--- config.mk ---
export PLATFORM = sky130hd
export DESIGN_NAME = adcseq_top
export DESIGN_NICKNAME = d
export VERILOG_FILES = /design/src/logic/adcseq_pkg.sv /design/src/logic/adcseq_divider.sv /design/src/logic/adcseq_sar.sv /design/src/logic/adcseq_top.sv
export SDC_FILE = /design/constraint.sdc
export NUM_CORES = 1
export LEC_CHECK = 0
export ABC_AREA = 1
export BUFFER_PORTS_ARGS = -buffer_cell sky130_fd_sc_hd__buf_2
export CAP_MARGIN = 10
export CORE_MARGIN = 8
export CORE_UTILIZATION = 30
export CTS_CLUSTER_DIAMETER = 100
export DETAILED_ROUTE_END_ITERATION = 7
export PLACE_DENSITY = 0.56
export SLEW_MARGIN = 20
export SYNTH_ARGS = -nofsm -noshare
export SYNTH_HDL_FRONTEND = slang
export SYNTH_HIERARCHICAL = 1
export SYNTH_SLANG_ARGS = --single-unit
--- constraint.sdc ---
create_clock -name clk_i -period 2.8 [get_ports clk_i]
set_input_delay 0.14 -clock clk_i [delete_from_list [all_inputs] [get_ports clk_i]]
set_output_delay 0.14 -clock clk_i [all_outputs]
set_load 0.02 [all_outputs]
--- src/logic/adcseq_pkg.sv ---
// constants, types and behaviour notes for the conversion sequencer
// Notes on behaviour
// - conversion lasts exactly twelve divider periods; on RC the first period is partial
// - three-bit select picks divider or RC clock
// - sequencing ignores channel and direction bits
// - analog pins read zero in port data
// - clearing go bit aborts conversion at once
// - abort leaves result bytes untouched
// - after abort wait two periods, reacquire
// - unit two trigger in mode 1011 starts
// - each trigger in mode 1011 resets the timer counter
// - trigger ignored while converter off, timer reset
// - completion loads result, clears go, sets flag
// - reset clears registers, stops any conversion
package adcseq_pkg;
    // register bus geometry
    localparam int          ADR_W         = 8;
    localparam int          DAT_W         = 32;
    // word-aligned byte offsets
    localparam logic [7:0]  OFS_CTRL0     = 8'h00;
    localparam logic [7:0]  OFS_CTRL1     = 8'h04;
    localparam logic [7:0]  OFS_RES_HI    = 8'h08;
    localparam logic [7:0]  OFS_RES_LO    = 8'h0C;
    localparam logic [7:0]  OFS_FLAGS     = 8'h10;
    localparam logic [7:0]  OFS_ENABLES   = 8'h14;
    localparam logic [7:0]  OFS_PRIO      = 8'h18;
    localparam logic [7:0]  OFS_PORT      = 8'h1C;
    // converter_control_zero fields
    localparam int          CS_LO_LSB     = 6;
    localparam int          CH_LSB        = 3;
    localparam int          GO_BIT        = 2;
    localparam int          ON_BIT        = 0;
    localparam logic [7:0]  CTRL0_WMASK   = 8'hF9;
    // converter_control_one fields
    localparam int          FMT_BIT       = 7;
    localparam int          CS_HI_BIT     = 6;
    localparam logic [7:0]  CTRL1_WMASK   = 8'hCF;
    // peripheral flag position of conversion_done_flag
    localparam int          DONE_BIT      = 6;
    // reset values
    localparam logic [7:0]  CTRL0_RST     = 8'h00;
    localparam logic [7:0]  CTRL1_RST     = 8'h00;
    localparam logic [7:0]  FLAGS_RST     = 8'h00;
    // unit_two_mode_field value that arms the trigger
    localparam logic [3:0]  MODE_TRIGGER  = 4'hB;
    // sequence lengths in bit periods
    localparam logic [3:0]  CONV_TICKS    = 4'hC;
    localparam logic [3:0]  ABORT_TICKS   = 4'h2;
    // clock select low pair that means internal RC
    localparam logic [1:0]  CS_RC         = 2'h3;
    // sequencer states, gray along idle -> convert -> wait
    typedef enum logic [1:0] {
        ADCSEQ_IDLE = 2'b00,
        ADCSEQ_CONV = 2'b01,
        ADCSEQ_WAIT = 2'b11
    } adcseq_state_t;
endpackage

--- src/logic/adcseq_divider.sv ---
// bit-period tick generator: oscillator divider or RC source
`timescale 1ns/1ps
`default_nettype none
module adcseq_divider (
    input  wire logic       clk_i,
    input  wire logic       rst_i,
    input  wire logic       clear_i,   // restart the period from zero, divider source only
    input  wire logic [2:0] sel_i,     // conv_clock_select
    input  wire logic       rc_tick_i, // one pulse per rising RC edge, synchronised
    output logic            tick_o     // one-cycle pulse per bit period
);
    typedef struct packed {
        logic [5:0] cnt;  // cycles into the current period
        logic       tick; // registered tick
    } adcseq_div_t;

    adcseq_div_t r;
    adcseq_div_t next_r;
    logic [2:0]  shift;   // log2 of period, minus one
    logic [5:0]  last;    // final count of a period

    assign tick_o = r.tick;

    // period is 2 << (2 * low pair + high bit)
    always_comb begin
        next_r = r;
        shift  = {sel_i[1:0], 1'b0} + {2'b00, sel_i[2]};
        last   = 6'((7'h02 << shift) - 7'h01);
        next_r.tick = 1'b0;
        if (sel_i[1:0] == adcseq_pkg::CS_RC) begin
            // rc source: divider stands still, each rising rc edge is a tick
            next_r.cnt  = 6'h00;
            next_r.tick = rc_tick_i;
        end else if (clear_i) begin
            next_r.cnt = 6'h00;
        end else if (r.cnt == last) begin
            next_r.cnt  = 6'h00;
            next_r.tick = 1'b1;
        end else begin
            next_r.cnt = r.cnt + 6'h01;
        end
    end

    // state register
    always_ff @(posedge clk_i) begin
        if (rst_i) begin
            r <= '0;
        end else begin
            r <= next_r;
        end
    end
endmodule
`default_nettype wire

--- src/logic/adcseq_sar.sv ---
// successive-approximation trial register
`timescale 1ns/1ps
`default_nettype none
module adcseq_sar #(
    parameter int WIDTH = 10
) (
    input  wire logic             clk_i,
    input  wire logic             rst_i,
    input  wire logic             start_i, // load the first trial code
    input  wire logic             step_i,  // take one decision
    input  wire logic             cmp_i,   // 1: input at or above trial
    output logic [WIDTH-1:0]      trial_o  // trial code, final result
);
    typedef struct packed {
        logic [WIDTH-1:0] trial; // code under test
        logic [WIDTH-1:0] mask;  // bit being decided
    } adcseq_sar_t;

    adcseq_sar_t r;
    adcseq_sar_t next_r;

    if (WIDTH < 2 || WIDTH > 16) begin : g_width_check
        $error("adcseq_sar: WIDTH must lie in 2..16");
    end

    assign trial_o = r.trial;

    // drop the bit under test when the input is lower, try the next
    always_comb begin
        next_r = r;
        if (start_i) begin
            next_r.mask  = {1'b1, {(WIDTH-1){1'b0}}};
            next_r.trial = {1'b1, {(WIDTH-1){1'b0}}};
        end else if (step_i && (r.mask != '0)) begin
            next_r.trial = (cmp_i ? r.trial : (r.trial & ~r.mask)) | (r.mask >> 1);
            next_r.mask  = r.mask >> 1;
        end
    end

    // state register
    always_ff @(posedge clk_i) begin
        if (rst_i) begin
            r <= '0;
        end else begin
            r <= next_r;
        end
    end
endmodule
`default_nettype wire

--- src/logic/adcseq_top.sv ---
// conversion sequencer: wishbone registers, state machine, trigger
//
// The implementer's own choices: the address map and the Wishbone slave port.
`timescale 1ns/1ps
`default_nettype none
module adcseq_top #(
    parameter int RES_BITS = 10
) (
    input  wire logic                         clk_i,
    input  wire logic                         rst_i,
    // classic wishbone slave
    input  wire logic                         wb_cyc_i,
    input  wire logic                         wb_stb_i,
    input  wire logic                         wb_we_i,
    input  wire logic [adcseq_pkg::ADR_W-1:0] wb_adr_i,
    input  wire logic [3:0]                   wb_sel_i,
    input  wire logic [adcseq_pkg::DAT_W-1:0] wb_dat_i,
    output logic      [adcseq_pkg::DAT_W-1:0] wb_dat_o,
    output logic                              wb_ack_o,
    // analog side and trigger unit
    input  wire logic                         cmp_i,
    input  wire logic                         rc_clk_i,
    input  wire logic [7:0]                   pin_level_i,
    input  wire logic                         trig_i,
    input  wire logic [3:0]                   unit_two_mode_field_i,
    output logic      [9:0]                   dac_o,
    output logic      [2:0]                   channel_select_o,
    output logic                              sample_o,
    output logic                              timer_reset_o,
    output logic                              irq_o
);
    // all flip-flops of the top level
    typedef struct packed {
        logic [7:0]                ctrl0;   // go bit kept as state
        logic [7:0]                ctrl1;
        logic [7:0]                res_hi;
        logic [7:0]                res_lo;
        logic [7:0]                flags;
        logic [7:0]                enables;
        logic [7:0]                prio;
        adcseq_pkg::adcseq_state_t st;
        logic [3:0]                ticks;   // bit periods in state
        logic                      cmp_s1;
        logic                      cmp_s2;
        logic                      rc_s1;
        logic                      rc_s2;
        logic                      rc_s3;   // edge detect on synced rc
        logic [7:0]                pin_s1;
        logic [7:0]                pin_s2;
        logic                      ack;
        logic [31:0]               rdat;
        logic                      irq;
        logic                      samp;
        logic                      tmr_rst;
    } adcseq_top_regs_t;

    adcseq_top_regs_t r;
    adcseq_top_regs_t next_r;

    logic             tick;      // bit-period tick from divider
    logic             div_clear; // restart divider
    logic             sar_start; // load first trial code
    logic             sar_step;  // one decision
    logic [9:0]       sar_code;  // trial code / final result
    logic [2:0]       clk_sel;   // conv_clock_select assembled
    logic             rc_tick;   // rising rc edge, synchronised
    logic             req;       // new bus request this cycle
    logic             wr;        // write to byte lane zero
    logic [7:0]       wbyte;     // written byte
    logic             on;        // converter_on as stored
    logic             trig;      // armed trigger pulse
    logic             go_w;
    logic             on_w;
    logic             abort;
    logic [9:0]       res;
    logic [7:0]       rbyte;

    // twelve periods suit ten bits only
    if (RES_BITS != 10) begin : g_res_check
        $error("adcseq_top: RES_BITS must be 10");
    end

    // analog pins per port_config_field, bit set means analog
    function automatic logic [7:0] analog_mask(input logic [3:0] cfg);
        logic [7:0] m;
        m = 8'h00;
        case (cfg)
            4'h0, 4'h1, 4'h8:      m = 8'hFF;
            4'h2, 4'h3, 4'hC:      m = 8'h1F;
            4'h4, 4'h5:            m = 8'h0B;
            4'h9, 4'hA, 4'hB:      m = 8'h3F;
            4'hD:                  m = 8'h0F;
            4'hE:                  m = 8'h01;
            4'hF:                  m = 8'h0D;
            default:               m = 8'h00;
        endcase
        return m;
    endfunction

    assign wb_dat_o         = r.rdat;
    assign wb_ack_o         = r.ack;
    assign irq_o            = r.irq;
    assign sample_o         = r.samp;
    assign timer_reset_o    = r.tmr_rst;
    assign channel_select_o = r.ctrl0[adcseq_pkg::CH_LSB +: 3];
    assign dac_o            = sar_code;

    assign clk_sel = {r.ctrl1[adcseq_pkg::CS_HI_BIT], r.ctrl0[adcseq_pkg::CS_LO_LSB +: 2]};
    assign on      = r.ctrl0[adcseq_pkg::ON_BIT];
    assign rc_tick = r.rc_s2 & ~r.rc_s3;

    // bit-period clock
    adcseq_divider u_div (
        .clk_i     (clk_i),
        .rst_i     (rst_i),
        .clear_i   (div_clear),
        .sel_i     (clk_sel),
        .rc_tick_i (rc_tick),
        .tick_o    (tick)
    );

    // comparator decisions use the synchronised comparator
    adcseq_sar #(
        .WIDTH (RES_BITS)
    ) u_sar (
        .clk_i   (clk_i),
        .rst_i   (rst_i),
        .start_i (sar_start),
        .step_i  (sar_step),
        .cmp_i   (r.cmp_s2),
        .trial_o (sar_code)
    );

    // bus decode, sequencer and interrupt, all in one pass
    always_comb begin
        next_r    = r;
        div_clear = 1'b0;
        sar_start = 1'b0;
        sar_step  = 1'b0;
        abort     = 1'b0;
        go_w      = 1'b0;
        on_w      = 1'b0;
        res       = sar_code;
        rbyte     = 8'h00;
        req       = wb_cyc_i & wb_stb_i & ~r.ack;
        wr        = req & wb_we_i & wb_sel_i[0];
        wbyte     = wb_dat_i[7:0];

        // pins and rc clock come from outside: two flops first
        next_r.cmp_s1 = cmp_i;
        next_r.cmp_s2 = r.cmp_s1;
        next_r.rc_s1  = rc_clk_i;
        next_r.rc_s2  = r.rc_s1;
        next_r.rc_s3  = r.rc_s2;
        next_r.pin_s1 = pin_level_i;
        next_r.pin_s2 = r.pin_s1;

        // ack for one cycle per request, dropped in the next
        next_r.ack     = req;
        next_r.tmr_rst = 1'b0;

        // register writes
        if (wr) begin
            case (wb_adr_i)
                adcseq_pkg::OFS_CTRL0: begin
                    next_r.ctrl0 = wbyte & adcseq_pkg::CTRL0_WMASK;
                    go_w = wbyte[adcseq_pkg::GO_BIT];
                    on_w = wbyte[adcseq_pkg::ON_BIT];
                end
                adcseq_pkg::OFS_CTRL1: begin
                    next_r.ctrl1 = wbyte & adcseq_pkg::CTRL1_WMASK;
                end
                adcseq_pkg::OFS_RES_HI: begin
                    next_r.res_hi = wbyte;
                end
                adcseq_pkg::OFS_RES_LO: begin
                    next_r.res_lo = wbyte;
                end
                adcseq_pkg::OFS_FLAGS: begin
                    // write one to clear; a set below still wins
                    next_r.flags = r.flags & ~wbyte;
                end
                adcseq_pkg::OFS_ENABLES: begin
                    next_r.enables = wbyte;
                end
                adcseq_pkg::OFS_PRIO: begin
                    next_r.prio = wbyte;
                end
                default: begin
                    // unmapped or read-only: write ignored
                end
            endcase
        end

        // special event trigger: timer reset is unconditional
        trig = trig_i & (unit_two_mode_field_i == adcseq_pkg::MODE_TRIGGER);
        if (trig) begin
            next_r.tmr_rst = 1'b1;
        end

        // sequencer; channel and pin direction play no part
        case (r.st)
            adcseq_pkg::ADCSEQ_IDLE: begin
                if (wr && (wb_adr_i == adcseq_pkg::OFS_CTRL0) && go_w && on_w) begin
                    sar_start = 1'b1;
                end else if (trig && on) begin
                    sar_start = 1'b1;
                end
                if (sar_start) begin
                    div_clear    = 1'b1;
                    next_r.ticks = 4'h0;
                    next_r.st    = adcseq_pkg::ADCSEQ_CONV;
                end
            end
            adcseq_pkg::ADCSEQ_CONV: begin
                if (wr && (wb_adr_i == adcseq_pkg::OFS_CTRL0) && !(go_w && on_w)) begin
                    // cleared go: stop now, result bytes left alone
                    abort        = 1'b1;
                    div_clear    = 1'b1;
                    next_r.ticks = 4'h0;
                    next_r.st    = on_w ? adcseq_pkg::ADCSEQ_WAIT : adcseq_pkg::ADCSEQ_IDLE;
                end else if (tick) begin
                    sar_step = (r.ticks < 4'(RES_BITS));
                    if (r.ticks == adcseq_pkg::CONV_TICKS - 4'h1) begin
                        // twelfth period ends: publish and flag
                        next_r.st    = adcseq_pkg::ADCSEQ_IDLE;
                        next_r.ticks = 4'h0;
                        if (r.ctrl1[adcseq_pkg::FMT_BIT]) begin
                            next_r.res_hi = {6'h00, res[9:8]};
                            next_r.res_lo = res[7:0];
                        end else begin
                            next_r.res_hi = res[9:2];
                            next_r.res_lo = {res[1:0], 6'h00};
                        end
                        next_r.flags[adcseq_pkg::DONE_BIT] = 1'b1;
                    end else begin
                        next_r.ticks = r.ticks + 4'h1;
                    end
                end
            end
            adcseq_pkg::ADCSEQ_WAIT: begin
                // hold off sampling two periods, then reacquire alone
                if (wr && (wb_adr_i == adcseq_pkg::OFS_CTRL0) && !on_w) begin
                    next_r.st = adcseq_pkg::ADCSEQ_IDLE;
                end else if (tick) begin
                    if (r.ticks == adcseq_pkg::ABORT_TICKS - 4'h1) begin
                        next_r.st    = adcseq_pkg::ADCSEQ_IDLE;
                        next_r.ticks = 4'h0;
                    end else begin
                        next_r.ticks = r.ticks + 4'h1;
                    end
                end
            end
            default: begin
                next_r.st    = adcseq_pkg::ADCSEQ_IDLE;
                next_r.ticks = 4'h0;
            end
        endcase

        // sampling switch closed while on and idle
        next_r.samp = next_r.ctrl0[adcseq_pkg::ON_BIT] &&
                      (next_r.st == adcseq_pkg::ADCSEQ_IDLE);

        // level interrupt from sticky flags under the mask
        next_r.irq = |(next_r.flags & next_r.enables);

        // read data captured with the ack, zero when unmapped
        case (wb_adr_i)
            adcseq_pkg::OFS_CTRL0: begin
                rbyte = r.ctrl0;
                rbyte[adcseq_pkg::GO_BIT] = (r.st == adcseq_pkg::ADCSEQ_CONV);
            end
            adcseq_pkg::OFS_CTRL1: begin
                rbyte = r.ctrl1;
            end
            adcseq_pkg::OFS_RES_HI: begin
                rbyte = r.res_hi;
            end
            adcseq_pkg::OFS_RES_LO: begin
                rbyte = r.res_lo;
            end
            adcseq_pkg::OFS_FLAGS: begin
                rbyte = r.flags;
            end
            adcseq_pkg::OFS_ENABLES: begin
                rbyte = r.enables;
            end
            adcseq_pkg::OFS_PRIO: begin
                rbyte = r.prio;
            end
            adcseq_pkg::OFS_PORT: begin
                // analog-configured pins always read low
                rbyte = r.pin_s2 & ~analog_mask(r.ctrl1[3:0]);
            end
            default: begin
                rbyte = 8'h00;
            end
        endcase
        if (req && !wb_we_i) begin
            next_r.rdat = {24'h000000, rbyte};
        end
    end

    // one register for the whole state; reset stops everything
    always_ff @(posedge clk_i) begin
        if (rst_i) begin
            r       <= '0;
            r.ctrl0 <= adcseq_pkg::CTRL0_RST;
            r.ctrl1 <= adcseq_pkg::CTRL1_RST;
            r.flags <= adcseq_pkg::FLAGS_RST;
            r.st    <= adcseq_pkg::ADCSEQ_IDLE;
        end else begin
            r <= next_r;
        end
    end
endmodule
`default_nettype wire

==> implementation parameters, run 1 <==
Parameter                              Value

Clocking
  CTS clk-pin slew, worst paths ... 0.06 ns
  Clock tree from TritonCTS ... yes
  Count of buffers added by post-CTS timing repair for setup ... 0
  Maximum buffer depth of the clock tree ... 2
  Num CTS Buffers ... 17
  Count of H-tree levels built during CTS ... 4
  Clock root buffer ... clkbuf_16
  Clock sink count ... 125
  Count of instances resized after the clock tree is built ... 0
  Clock latency on the worst-skew pair ... 0.42 ns

Floorplanning
  Core Box Area ... 0.0210 mm²
  Starting density of the core ... 30.5%
  Die Ht ... 162 µm
  Die Area ... 0.0262 mm²
  Number of placement rows ... 53
  I/O pin count ... 113
  Die Width ... 162 µm

Critical path
  Buf+Inv Stages, Crit Path ... 2
  Worst-path cell chain ... inv_1, nand3_1, nor2_2, nand4_4, nand2_2, nand2_1, nor3_1, nand2_2, inv_2, nand2_1, a21oi_1
  Worst-path fanout max ... 17
  Max stage delay on crit path ... 0.32 ns
  Reg-to-reg critical path startpoint ... wb_ack_o$_SDFF_PP0_
  CP Capture Type ... flop
  WS Path Type ... flop to flop
  Max stage delay cell, worst path ... dfxtp_1
  Required time at the worst-slack endpoint ... 3.14 ns
  Launching element type of the critical path ... flop
  Delay-heaviest family, CP ... simple AND/OR/NAND/NOR gates
  Number of cells on the critical path ... 11
  Number of cells traversed by the worst register-to-register path ... 11
  Data arrival time of the worst path ... 2.52 ns
  Launch point of the worst path ... wb_ack_o$_SDFF_PP0_

Power
  Switching power summed over all nets ... 0.990 mW
  Relative contribution of sequential cells to total power ... 41.5%
  Total power consumption of the routed design ... 4.37 mW
  Combinational fraction of design power ... 4.7%
  Cell Pwr Density ... 588 mW/mm²
  Leak Pwr ... 3.54 nW
  Switching portion of total power ... 22.6%
  Peak supply drop ... 335 µV
  Internal ... 3.39 mW
  Proportion of power drawn by the clock network ... 53.8%

Place
  Final RePlAce weighted congestion ... 0.782
  Detailed-placement wirelength estimate ... 12000 µm
  Number of placed instances, taps included ... 1242
  Worst Setup Slack post-DPL ... 0.587 ns
  Number of input and output port buffers inserted ... 61

Status
  Status ... finished clean

Yosys
  Dominant combinational cell family by area after synthesis ... simple AND/OR/NAND/NOR gates
  Post-synthesis adder-cell area fraction ... 0.588%
  Post-synth EDFFs ... 0
  Xor and xnor area share after synthesis ... 0.685%
  Count of distinct cell types in the synthesized netlist ... 40
  Combined area of all synthesized cells ... 0.00639 mm²
  Compound-gate portion of the synthesized area ... 11.3%
  Predominant post-synthesis flop cell ... dfxtp_1
  Total number of yosys warnings ... 6
  Mean Syn Cell Area ... 6.75 µm²
  Mux cell area share after synthesis ... 0%
  Post-synth ARST share ... 0%
  Share of synthesized area occupied by flip-flops and latches ... 39.2%
  Area fraction in and, or, nand and nor cells after synthesis ... 32.8%
  Synth Register Bits ... 125
  Mapped Cells ... 946

Hold path
  Cell depth of the worst min-delay path ... 3
  Hold_sp ... wb_dat_i[3]
  Worst hold-check path type ... input pin to flop

GRT
  Global-route wire length before repair ... 27100 µm
  Residual overflow from global routing ... 0
  GRT Overall Usage ... 12.8%
  Antenna violations before repair ... 0
  Pin count of the biggest net entering global routing ... 51
  Via count of the first global-routing pass ... 5286

STA
  Worst-margin pin slew ... 0.552 ns
  Setup violations, final ... 0
  Post-route clock period utilization ... 77.8%
  Clock tree skew after final layout ... 0.0106 ns
  Final hold violations ... 0
  Crit path time final ... 2.18 ns
  RSZ-0062 raised after global routing ... false
  Fmax ... 459 MHz
  Total negative slack ... 0 ns
  Final count of pins violating max slew ... 0
  Final Worst Setup Slack ... 0.620 ns
  Max_slew headroom ... 63.2%

Drt
  Starting DRT DRC Count ... 330
  Average via count per standard cell ... 4.42
  Via count ... 5703
  Number of nets with antenna violations after detailed routing ... 0
  Routed WL per cell ... 12.7 µm
  DRC ... 0
  Detailed Route WL ... 16400 µm
  DR pass1 iterations ... 5

Cells and area
  Finished Layout Cells ... 1289
  Number of nets at the end of the flow ... 1068
  Final design utilization ... 35.5%
  Area Growth Syn to Fin ... 16.4%
  Fraction of final layout cells sized beyond drive strength 1 ... 14.8%
  Ant diodes ... 0

Flow run
  Max Cap Violations ... 0
[cells by family (layout without fill, tap and decap cells)]
family	after synthesis	after routing
fa+ha+maj	3	3
simple gates	491	491
compound gates	132	132
other cells	1	24
flops	125	125
xor+xnor	5	5
buf+inv	189	234
[worst reg2reg max path, cell delays in order, from the launching register on]
cell,delay (ns)
dfxtp_1,0.32
inv_1,0.05
nand3_1,0.11
nor2_2,0.26
nand4_4,0.17
nand2_2,0.12
nand2_1,0.07
nor3_1,0.26
nand2_2,0.18
inv_2,0.26
nand2_1,0.13
a21oi_1,0.15
[final timing paths]
kind,end,slack [ns]
setup / recovery,u_sar/trial_o[0]$_SDFFE_PP0P_,0.62
hold / removal,r[74]$_SDFF_PP0_,0.02
setup reg to reg,u_sar/trial_o[0]$_SDFFE_PP0P_,0.62
hold reg to reg,r[42]$_SDFF_PP0_,0.40
[synth_stat cells (2+ instances only)]
master | count | area, µm²
a211oi_1 | 2 | 15.0
a21oi_1 | 61 | 305
a21oi_2 | 10 | 87.6
buf_1 | 2 | 7.51
buf_2 | 5 | 25.0
buf_4 | 50 | 375
buf_6 | 7 | 78.8
clkbuf_1 | 8 | 30.0
dfxtp_1 | 125 | 2500
ha_1 | 3 | 37.5
inv_1 | 107 | 402
inv_2 | 7 | 26.3
nand2_1 | 287 | 1080
nand2_2 | 10 | 62.6
nand3_1 | 64 | 320
nand4_1 | 7 | 43.8
nand4_4 | 2 | 42.5
nor2_1 | 97 | 364
nor2_2 | 7 | 43.8
nor2_4 | 4 | 45.0
nor3_1 | 7 | 35.0
o21ai_0 | 49 | 245
o21ai_1 | 5 | 25.0
xnor2_1 | 2 | 17.5
xor2_1 | 3 | 26.3
[state kept, by name, indices dropped and copies added, names as in the netlist, named ones only]
name              cells
u_sar/r              10
r                    61
on                    1
u_sar/trial_o        10
clk_sel               3
next_r               11
u_div/tick_o          1
sample_o              1
wb_ack_o              1
wb_dat_o              8
u_div/r               6
irq_o                 1
timer_reset_o         1
channel_select_o      3
[power groups by stage]
stage,clock network [mW],registers (mW),logic (mW)
finish,2.35,1.82,0.206
CTS,2.41,1.82,0.207
global route,2.47,1.82,0.230
detailed placement,0,1.86,0.191
floorplan,0,1.85,0.155
global placement,0,1.86,0.190
[metal layers]
layer | vias to the layer above | GRT usage, % | wire (µm)
li1 | 3006 | - | -
met2 | 120 | 19.7 | 7270
met3 | 23 | 3.04 | 814
met4 | 0 | 4.92 | 302
met5 | - | 0 | 0
met1 | 2554 | 17.1 | 8040
[per-stage QoR]
stage | hold WS [ns] | instance area, µm²
after floorplan | 0.202 | 6470
after global placement | 0.349 | 6660
after detailed placement | 0.347 | 6660
after CTS | 0.00432 | 7440
after global routing | 0.0166 | 7440
final | 0.0248 | 7440
[cell type report]
cell class / instances / area, µm²
Inverter: 114 / 428
Clock buffer: 20 / 447
Sequential cell: 125 / 2500
Multi-Input combinational cell: 655 / 2990
Tap cell: 275 / 344
Timing Repair Buffer: 88 / 546
Clock inverter: 12 / 185
Fill cell: 2320 / 13500
[placed cells by master (no fill, tap or decap), types with 3 or more instances in the layout]
| master | n |
|---|---|
| nand2_1 | 287 |
| dfxtp_1 | 125 |
| inv_1 | 107 |
| nor2_1 | 97 |
| nand3_1 | 64 |
| a21oi_1 | 61 |
| buf_2 | 61 |
| o21ai_0 | 49 |
| conb_1 | 24 |
| clkbuf_16 | 17 |
| dlygate4sd3_1 | 15 |
| buf_4 | 12 |
| nand2_2 | 10 |
| a21oi_2 | 10 |
| nor2_2 | 7 |
| nand4_1 | 7 |
| inv_2 | 7 |
| nor3_1 | 7 |
| o21ai_1 | 5 |
| nor2_4 | 4 |
| clkinv_4 | 4 |
| bufinv_16 | 4 |
| ha_1 | 3 |
| xor2_1 | 3 |
[timing repair]
action | in CTS | in global routing
endpoints found under the hold margin | 13 | 0
setup endpoints to repair | 0 | 0
hold buffers | 15 | 0
(Power assumes the default switching activity.)
==> run 2, diff against run 1 <==
- PLACE_DENSITY: 0.56 -> 0.58
- clock period: 2.8 -> 1.9 ns (I/O delays scaled with it)
==> implementation parameters, run 2 (synthesis results as in run 1) <==
Parameter                              Value

Drt
  Average via count per standard cell ... 4.39 (-0.87%)
  Number of nets with antenna violations after detailed routing ... 0 (unchanged)
  DRC ... 0 (unchanged)
  Routed WL per cell ... 12.8 µm (+0.42%)
  Detailed Route WL ... 17000 µm (+3.6%)
  Via count ... 5833 (+2.3%)
  Starting DRT DRC Count ... 454 (+38%)
  DR pass1 iterations ... 5 (unchanged)

STA
  Final count of pins violating max slew ... 0 (unchanged)
  Post-route clock period utilization ... 94.9% (+17 points)
  Final hold violations ... 0 (unchanged)
  Setup violations, final ... 0 (unchanged)
  Fmax ... 555 MHz (+21%)
  Clock tree skew after final layout ... 0.00884 ns (-0.00178 ns)
  RSZ-0062 raised after global routing ... true
  Crit path time final ... 1.80 ns (-0.377 ns)
  Final Hold Slack ... 0.0458 ns (+0.0210 ns)
  Total negative slack ... 0 ns (unchanged)

GRT
  GRT Overall Usage ... 13.1% (+0.25 points)
  Pin count of the biggest net entering global routing ... 33 (-35%)
  Antenna violations before repair ... 0 (unchanged)
  Residual overflow from global routing ... 0 (unchanged)
  Global-route wire length before repair ... 27600 µm (+1.7%)
  Via count of the first global-routing pass ... 5577 (+5.5%)

Cells and area
  Finished Layout Cells ... 1330 (+3.2%)
  Flip-flop count of the largest register, all copies and words added ... 61 (unchanged)
  Final design utilization ... 37.8% (+2.3 points)
  Ant diodes ... 0 (unchanged)
  Layout fillers ... 2234 (-3.7%)
  Number of nets at the end of the flow ... 1109 (+3.8%)
  Top library cells by usage in the layout, fill and taps aside ... nand2_1 (285), dfxtp_1 (125), inv_1 (107)
  Fraction of final layout cells sized beyond drive strength 1 ... 18.5% (+3.7 points)
  Top register by number of flip-flops ... r
  Area Growth Syn to Fin ... 23.9%
  Most common cell after layout, fill and taps aside ... nand2_1

Floorplanning
  Number of placement rows ... 53 (unchanged)
  Die Area ... 0.0262 mm² (unchanged)
  Die Ht ... 162 µm (unchanged)
  Starting density of the core ... 30.5% (unchanged)
  I/O pin count ... 113 (unchanged)
  Core Box Area ... 0.0210 mm² (unchanged)
  Die Width ... 162 µm (unchanged)

Clocking
  Num CTS Buffers ... 17 (unchanged)
  Clock sink count ... 125 (unchanged)
  CTS clk-pin slew, worst paths ... 0.06 ns (about the same)
  Maximum buffer depth of the clock tree ... 2 (unchanged)
  Clock tree from TritonCTS ... yes
  Clock root buffer ... clkbuf_16
  Count of H-tree levels built during CTS ... 4 (unchanged)
  Clock latency on the worst-skew pair ... 0.42 ns (about the same)

Power
  Proportion of power drawn by the clock network ... 54.2% (+0.4 points)
  Switching power summed over all nets ... 1.48 mW (+49%)
  Peak supply drop ... 438 µV (+31%)
  Relative contribution of sequential cells to total power ... 40.6% (-0.9 points)
  Cell Pwr Density ... 831 mW/mm² (+41%)
  Switching portion of total power ... 22.4% (-0.20 points)
  Combinational fraction of design power ... 5.3% (+0.6 points)
  Internal ... 5.11 mW (+51%)
  Leak Pwr ... 3.80 nW (+7.4%)

Status
  Status ... finished clean

Critical path
  CP Capture Type ... flop
  Worst-path fanout max ... 7 (-10)
  WS Path Type ... flop to flop
  Data arrival time of the worst path ... 2.15 ns (-0.37 ns)
  Launching element type of the critical path ... flop
  Required time at the worst-slack endpoint ... 2.25 ns (-0.89 ns)

Place
  Final RePlAce weighted congestion ... 0.827 (+5.7%)
  Number of input and output port buffers inserted ... 61 (unchanged)
  Number of placed instances, taps included ... 1276 (+2.7%)
  Detailed-placement wirelength estimate ... 12700 µm (+5.6%)

Hold path
  Worst hold-check path type ... input pin to flop

Flow run
  Max Cap Violations ... 0 (unchanged)
[run 2: changes by cell type in the layout (fill, tap and decap cells not counted), sizes merged]
cell and change:
buf +37, dlygate4sd3 +2, bufinv +1, clkbuf +1
clkinvlp +1, inv -1
[run 2: routing by layer]
| layer | GRT usage (%) | vias to the layer above | share of wire, % |
|---|---|---|---|
| met3 | 3.32 | 21 | 5.7 |
| met1 | 17.1 | 2604 | 49 |
| met4 | 5.35 | 0 | 1.9 |
| li1 | - | 3077 | - |
| met2 | 20.1 | 131 | 44 |
| met5 | 0 | - | 0 |
[run 2: metrics by stage]
stage	setup WS (ns)	area, µm²	power, mW
5_1_grt	-0.0244	7920	6.81
3_5_place_dp	-0.0392	6950	3.04
3_3_place_gp	-0.00377	6950	3.04
2_1_floorplan	0.0503	6470	2.95
4_1_cts	0.0153	7780	6.65
6_report	0.0975	7920	6.58
[run 2: what timing repair did]
| action | 4_1_cts | 5_1_grt |
|---|---|---|
| setup buffers | 0 | 3 |
| pin swaps | 0 | 5 |
| cloned | 0 | 2 |
| endpoints found under the hold margin | 18 | 0 |
| hold buffers | 17 | 0 |
| setup endpoints to repair | 9 | 36 |
| resized for setup | 2 | 17 |
[run 2: final timing paths]
| check | slack, ns | end | start | cells past startpoint |
|---|---|---|---|---|
| setup reg to reg | 0.1 | u_sar/r[7]$_SDFFE_PP0P_ | wb_ack_o$_SDFF_PP0_ | 12 |
| hold reg to reg | 0.40 | r[39]$_SDFF_PP0_ | next_r[39]$_SDFF_PP0_ | 2 |
| hold / removal | 0.05 | r[71]$_SDFF_PP0_ | wb_dat_i[0] | 3 |
| setup / recovery | 0.1 | u_sar/r[7]$_SDFFE_PP0P_ | wb_ack_o$_SDFF_PP0_ | 12 |
[run 2: critical path: stages (launching register included)]
cell,delay (ns)
dfxtp_1,0.32
inv_1,0.06
nand3_2,0.09
nor2_4,0.20
nand4_4,0.12
nand2_4,0.09
nand2_2,0.07
nor3_4,0.23
nand2_4,0.15
inv_6,0.11
buf_4,0.13
nand2_1,0.06
a21oi_2,0.11
[run 2: area by class of cell]
| type | instances | area [µm²] | area share, % |
|---|---|---|---|
| clock inverter | 13 | 214 | 2.70 |
| tap | 275 | 344 | 4.35 |
| multi-input combinational | 655 | 3040 | 38.4 |
| clock buffer | 19 | 433 | 5.47 |
| sequential | 125 | 2500 | 31.6 |
| inverter | 114 | 433 | 5.47 |
| timing repair buffer | 129 | 951 | 12.0 |
[run 2: power by group through the flow]
stage | Clock [mW] | Combinational (mW) | Sequential [mW]
4_1_cts | 3.64 | 0.340 | 2.67
6_report | 3.56 | 0.346 | 2.67
2_1_floorplan | 0 | 0.229 | 2.72
3_5_place_dp | 0 | 0.312 | 2.73
3_3_place_gp | 0 | 0.312 | 2.73
5_1_grt | 3.75 | 0.382 | 2.67
==> run 3, diff against run 2 <==
--- a/config.mk
+++ b/config.mk
@@ -17,4 +17,3 @@
 export SYNTH_ARGS = -nofsm -noshare
 export SYNTH_HDL_FRONTEND = slang
-export SYNTH_HIERARCHICAL = 1
 export SYNTH_SLANG_ARGS = --single-unit
==> constraint.sdc (replaced) <==
create_clock -name clk_i -period 1.9 [get_ports clk_i]
set_input_delay 0.285 -clock clk_i [delete_from_list [all_inputs] [get_ports clk_i]]
set_output_delay 0.285 -clock clk_i [all_outputs]
set_load 0.02 [all_outputs]
==> implementation parameters, run 3 <==
Parameter                              Value

Yosys
  Xor and xnor area share after synthesis ... 1.27% (+0.58 points)
  Predominant post-synthesis flop cell ... dfxtp_1
  Synth area leaders ... dfxtp_1 (40%), nand2_1 (12%), a21oi_1 (6.9%)
  Share of synthesized area occupied by flip-flops and latches ... 40.3% (+1.1 points)
  Combined area of all synthesized cells ... 0.00621 mm² (-2.8%)
  Synth Register Bits ... 125 (unchanged)
  Post-synth EDFFs ... 0 (unchanged)
  Post-synth ARST share ... 0% (unchanged)
  Mapped Cells ... 875 (-7.5%)
  Most numerous cell in the Yosys netlist ... nand2_1
  Leading cell types by count after synthesis ... nand2_1 (197), dfxtp_1 (125), inv_1 (104), nor2_1 (94), a21oi_1 (85)
  Count of distinct cell types in the synthesized netlist ... 42 (+5.0%)
  Library cell occupying the most area in the post-synthesis netlist ... dfxtp_1
  Compound-gate portion of the synthesized area ... 15.7% (+4.4 points)
  Mux cell area share after synthesis ... 0.161% (+0.16 points)
  Total number of yosys warnings ... 0 (-6)
  Dominant combinational cell family by area after synthesis ... simple AND/OR/NAND/NOR gates
  Share of the synthesized area in the top cell type ... 40.3% (+1.1 points)
  Post-synthesis adder-cell area fraction ... 0.605% (+0.017 points)
  Area fraction in and, or, nand and nor cells after synthesis ... 27.0% (-5.8 points)
  Mean Syn Cell Area ... 7.10 µm² (+5.1%)

Critical path
  Worst-path cell chain ... inv_1, nand3_2, nor2_4, buf_12, buf_4, o211ai_4, nand3_4, buf_4, buf_4, a21oi_1, a211oi_1
  Launching element type of the critical path ... flop
  Number of cells traversed by the worst register-to-register path ... 11 (-1)
  Worst reg2reg endpoint ... r[88]$_SDFF_PP0_
  Required time at the worst-slack endpoint ... 2.19 ns (-0.06 ns)
  Worst-path fanout max ... 10 (+3)
  Critical Path Most Common Cell ... buf_4
  Data arrival time of the worst path ... 2.03 ns (-0.12 ns)
  Max stage delay cell, worst path ... dfxtp_1
  Reg-to-reg critical path startpoint ... wb_ack_o$_SDFF_PP0_
  WS Path Type ... flop to flop
  CP Capture Type ... flop
  Max stage delay on crit path ... 0.34 ns (+0.02 ns)
  Reg-to-reg setup timing slack ... 0.16 ns (+0.06 ns)

Place
  Final RePlAce weighted congestion ... 0.843 (+1.9%)
  Worst Setup Slack post-DPL ... 0.0780 ns (+0.117 ns)
  Detailed-placement wirelength estimate ... 12700 µm (about the same)
  Number of input and output port buffers inserted ... 61 (unchanged)

Cells and area
  Combined area of the multi-input logic cells ... 0.00288 mm² (-5.3%)
  Ant diodes ... 0 (unchanged)
  Top library cells by usage in the layout, fill and taps aside ... nand2_1 (197), dfxtp_1 (125), inv_1 (104)
  Number of nets at the end of the flow ... 1014 (-8.6%)
  Layout fillers ... 2188 (-2.1%)
  Flip-flop count of the largest register, all copies and words added ... 61 (unchanged)
  Most common cell after layout, fill and taps aside ... nand2_1
  Top register by number of flip-flops ... r
  Fraction of final layout cells sized beyond drive strength 1 ... 18.5% (+0.058 points)
  Area Growth Syn to Fin ... 19.3%
  Storage element area ... 0.00250 mm² (unchanged)

Flow run
  Max Cap Violations ... 0 (unchanged)

STA
  Final hold violations ... 0 (unchanged)
  RSZ-0062 raised after global routing ... false
  Final count of pins violating max slew ... 0 (unchanged)
  Crit path time final ... 1.74 ns (-0.0612 ns)
  Worst-margin pin slew ... 0.522 ns
  Max_slew headroom ... 65.2%
  Total negative slack ... 0 ns (unchanged)
  Post-route clock period utilization ... 91.6% (-3.2 points)
  Setup violations, final ... 0 (unchanged)
  Final Worst Setup Slack ... 0.159 ns (+0.0612 ns)
  Clock tree skew after final layout ... 0.00587 ns (-0.00297 ns)
  Fmax ... 574 MHz (+3.5%)

Clocking
  Count of H-tree levels built during CTS ... 4 (unchanged)
  Clock sink count ... 125 (unchanged)
  Maximum buffer depth of the clock tree ... 2 (unchanged)
  Clock root buffer ... clkbuf_16
  Clock tree from TritonCTS ... yes
  Num CTS Buffers ... 17 (unchanged)
  Clock latency on the worst-skew pair ... 0.42 ns (about the same)
  Hold Buf Count CTS ... 0 (-17)
  CTS clk-pin slew, worst paths ... 0.06 ns (about the same)

GRT
  Via count of the first global-routing pass ... 5443 (-2.4%)
  Residual overflow from global routing ... 0 (unchanged)
  Global-route wire length before repair ... 27700 µm (+0.48%)
  Antenna violations before repair ... 0 (unchanged)
  Pin count of the biggest net entering global routing ... 73 (+120%)
  GRT Overall Usage ... 13.5% (+0.42 points)

Floorplanning
  Die Area ... 0.0256 mm² (-2.5%)
  Die Ht ... 160 µm (-1.3%)
  Core Box Area ... 0.0203 mm² (-3.1%)
  Die Width ... 160 µm (-1.3%)
  Starting density of the core ... 30.6% (+0.097 points)
  I/O pin count ... 113 (unchanged)
  Number of placement rows ... 52 (-1.9%)

Drt
  Starting DRT DRC Count ... 360 (-21%)
  DRC ... 0 (unchanged)
  Detailed Route WL ... 16800 µm (-1.1%)
  Average via count per standard cell ... 4.52 (+3.0%)
  DR pass1 iterations ... 6 (+1)
  Routed WL per cell ... 13.7 µm (+6.9%)
  Via count ... 5555 (-4.8%)
  Number of nets with antenna violations after detailed routing ... 0 (unchanged)

Hold path
  Worst hold endpoint ... next_r[40]$_SDFF_PP0_
  Worst hold-check path type ... input pin to flop
  Hold_sp ... pin_level_i[4]
  Cell depth of the worst min-delay path ... 3 (unchanged)

Power
  Peak supply drop ... 498 µV (+14%)
  Leak Pwr ... 3.33 nW (-12%)
  Cell Pwr Density ... 874 mW/mm² (+5.1%)

Status
  Status ... finished clean
==> run 3: area by class of cell <==
type                            instances  share of cell area [%]
Clock inverter                         15                    2.82
Timing Repair Buffer                  101                    8.52
Inverter                              111                    5.68
Multi-Input combinational cell        591                    38.9
Sequential cell                       125                    33.8
Tap cell                              270                    4.56
Clock buffer                           17                    5.75
==> run 3: worst max-delay path by stage <==
stage	cells past startpoint	from	slack (ns)	endpoint
floorplan	11	wb_ack_o$_SDFF_PP0_	0.35	irq_o$_SDFF_PP0_
global placement	10	wb_cyc_i	0.08	flop
detailed placement	8	r[58]$_SDFFE_PP0P_	0.08	r[101]$_SDFF_PP0_
CTS	8	r[58]$_SDFFE_PP0P_	0.06	r[101]$_SDFF_PP0_
global route	11	wb_ack_o$_SDFF_PP0_	0.03	r[90]$_SDFF_PP0_
finish	11	wb_ack_o$_SDFF_PP0_	0.16	r[88]$_SDFF_PP0_
==> run 3: metal layers <==
metal	up-vias	share of wire, %	GRT usage (%)
li1	2870	-	-
met1	2516	44	16.1
met2	144	48	22.5
met3	25	6.1	3.93
met4	0	2.4	5.23
met5	-	0	0
==> run 3: metrics by stage <==
| stage | hold WS [ns] | total power [mW] | instances | utilization, % | cell area (µm²) |
|---|---|---|---|---|---|
| final | 0.0614 | 6.47 | 1230 | 36.5 | 7400 |
| after global placement | 0.391 | 3.04 | 1192 | 33.0 | 6700 |
| after floorplan | 0.388 | 2.95 | 898 | - | 6290 |
| after global routing | 0.0513 | 6.71 | 1230 | 36.5 | 7400 |
| after detailed placement | 0.395 | 3.04 | 1192 | 33.0 | 6700 |
| after CTS | 0.0426 | 6.55 | 1224 | 36.1 | 7330 |
==> run 3: repair_timing <==
action,in CTS,in global routing
gates resized for setup,0,4
setup endpoints to repair,0,20
buffers inserted,0,6
==> run 3: where the power goes <==
group	leakage (nW)	total (mW)	switching (mW)	internal, mW
sequential	1.01	2.67	0.0161	2.65
clock	0.301	3.49	1.27	2.21
combinational	2.02	0.314	0.223	0.0917
total	3.33	6.47	1.51	4.96
==> run 3: cell families (layout without fill, tap and decap cells) <==
kind of cell / Yosys count / in the layout
buffers and inverters: 182 / 244
AND/OR/NAND/NOR: 375 / 375
other: 1 / 24
XOR/XNOR: 9 / 9
AO/OA/AOI/OAI: 179 / 179
multiplexers: 1 / 1
flip-flops: 125 / 125
adder cells (fa/ha/maj): 3 / 3
==> run 3: critical path, delay by kind of cell (launching register included) <==
family	cells	cell delay, ns
and+or+nand+nor	3	0.27
DFF	1	0.34
AOI/OAI and AO/OA	3	0.34
buffers and inverters	5	0.66
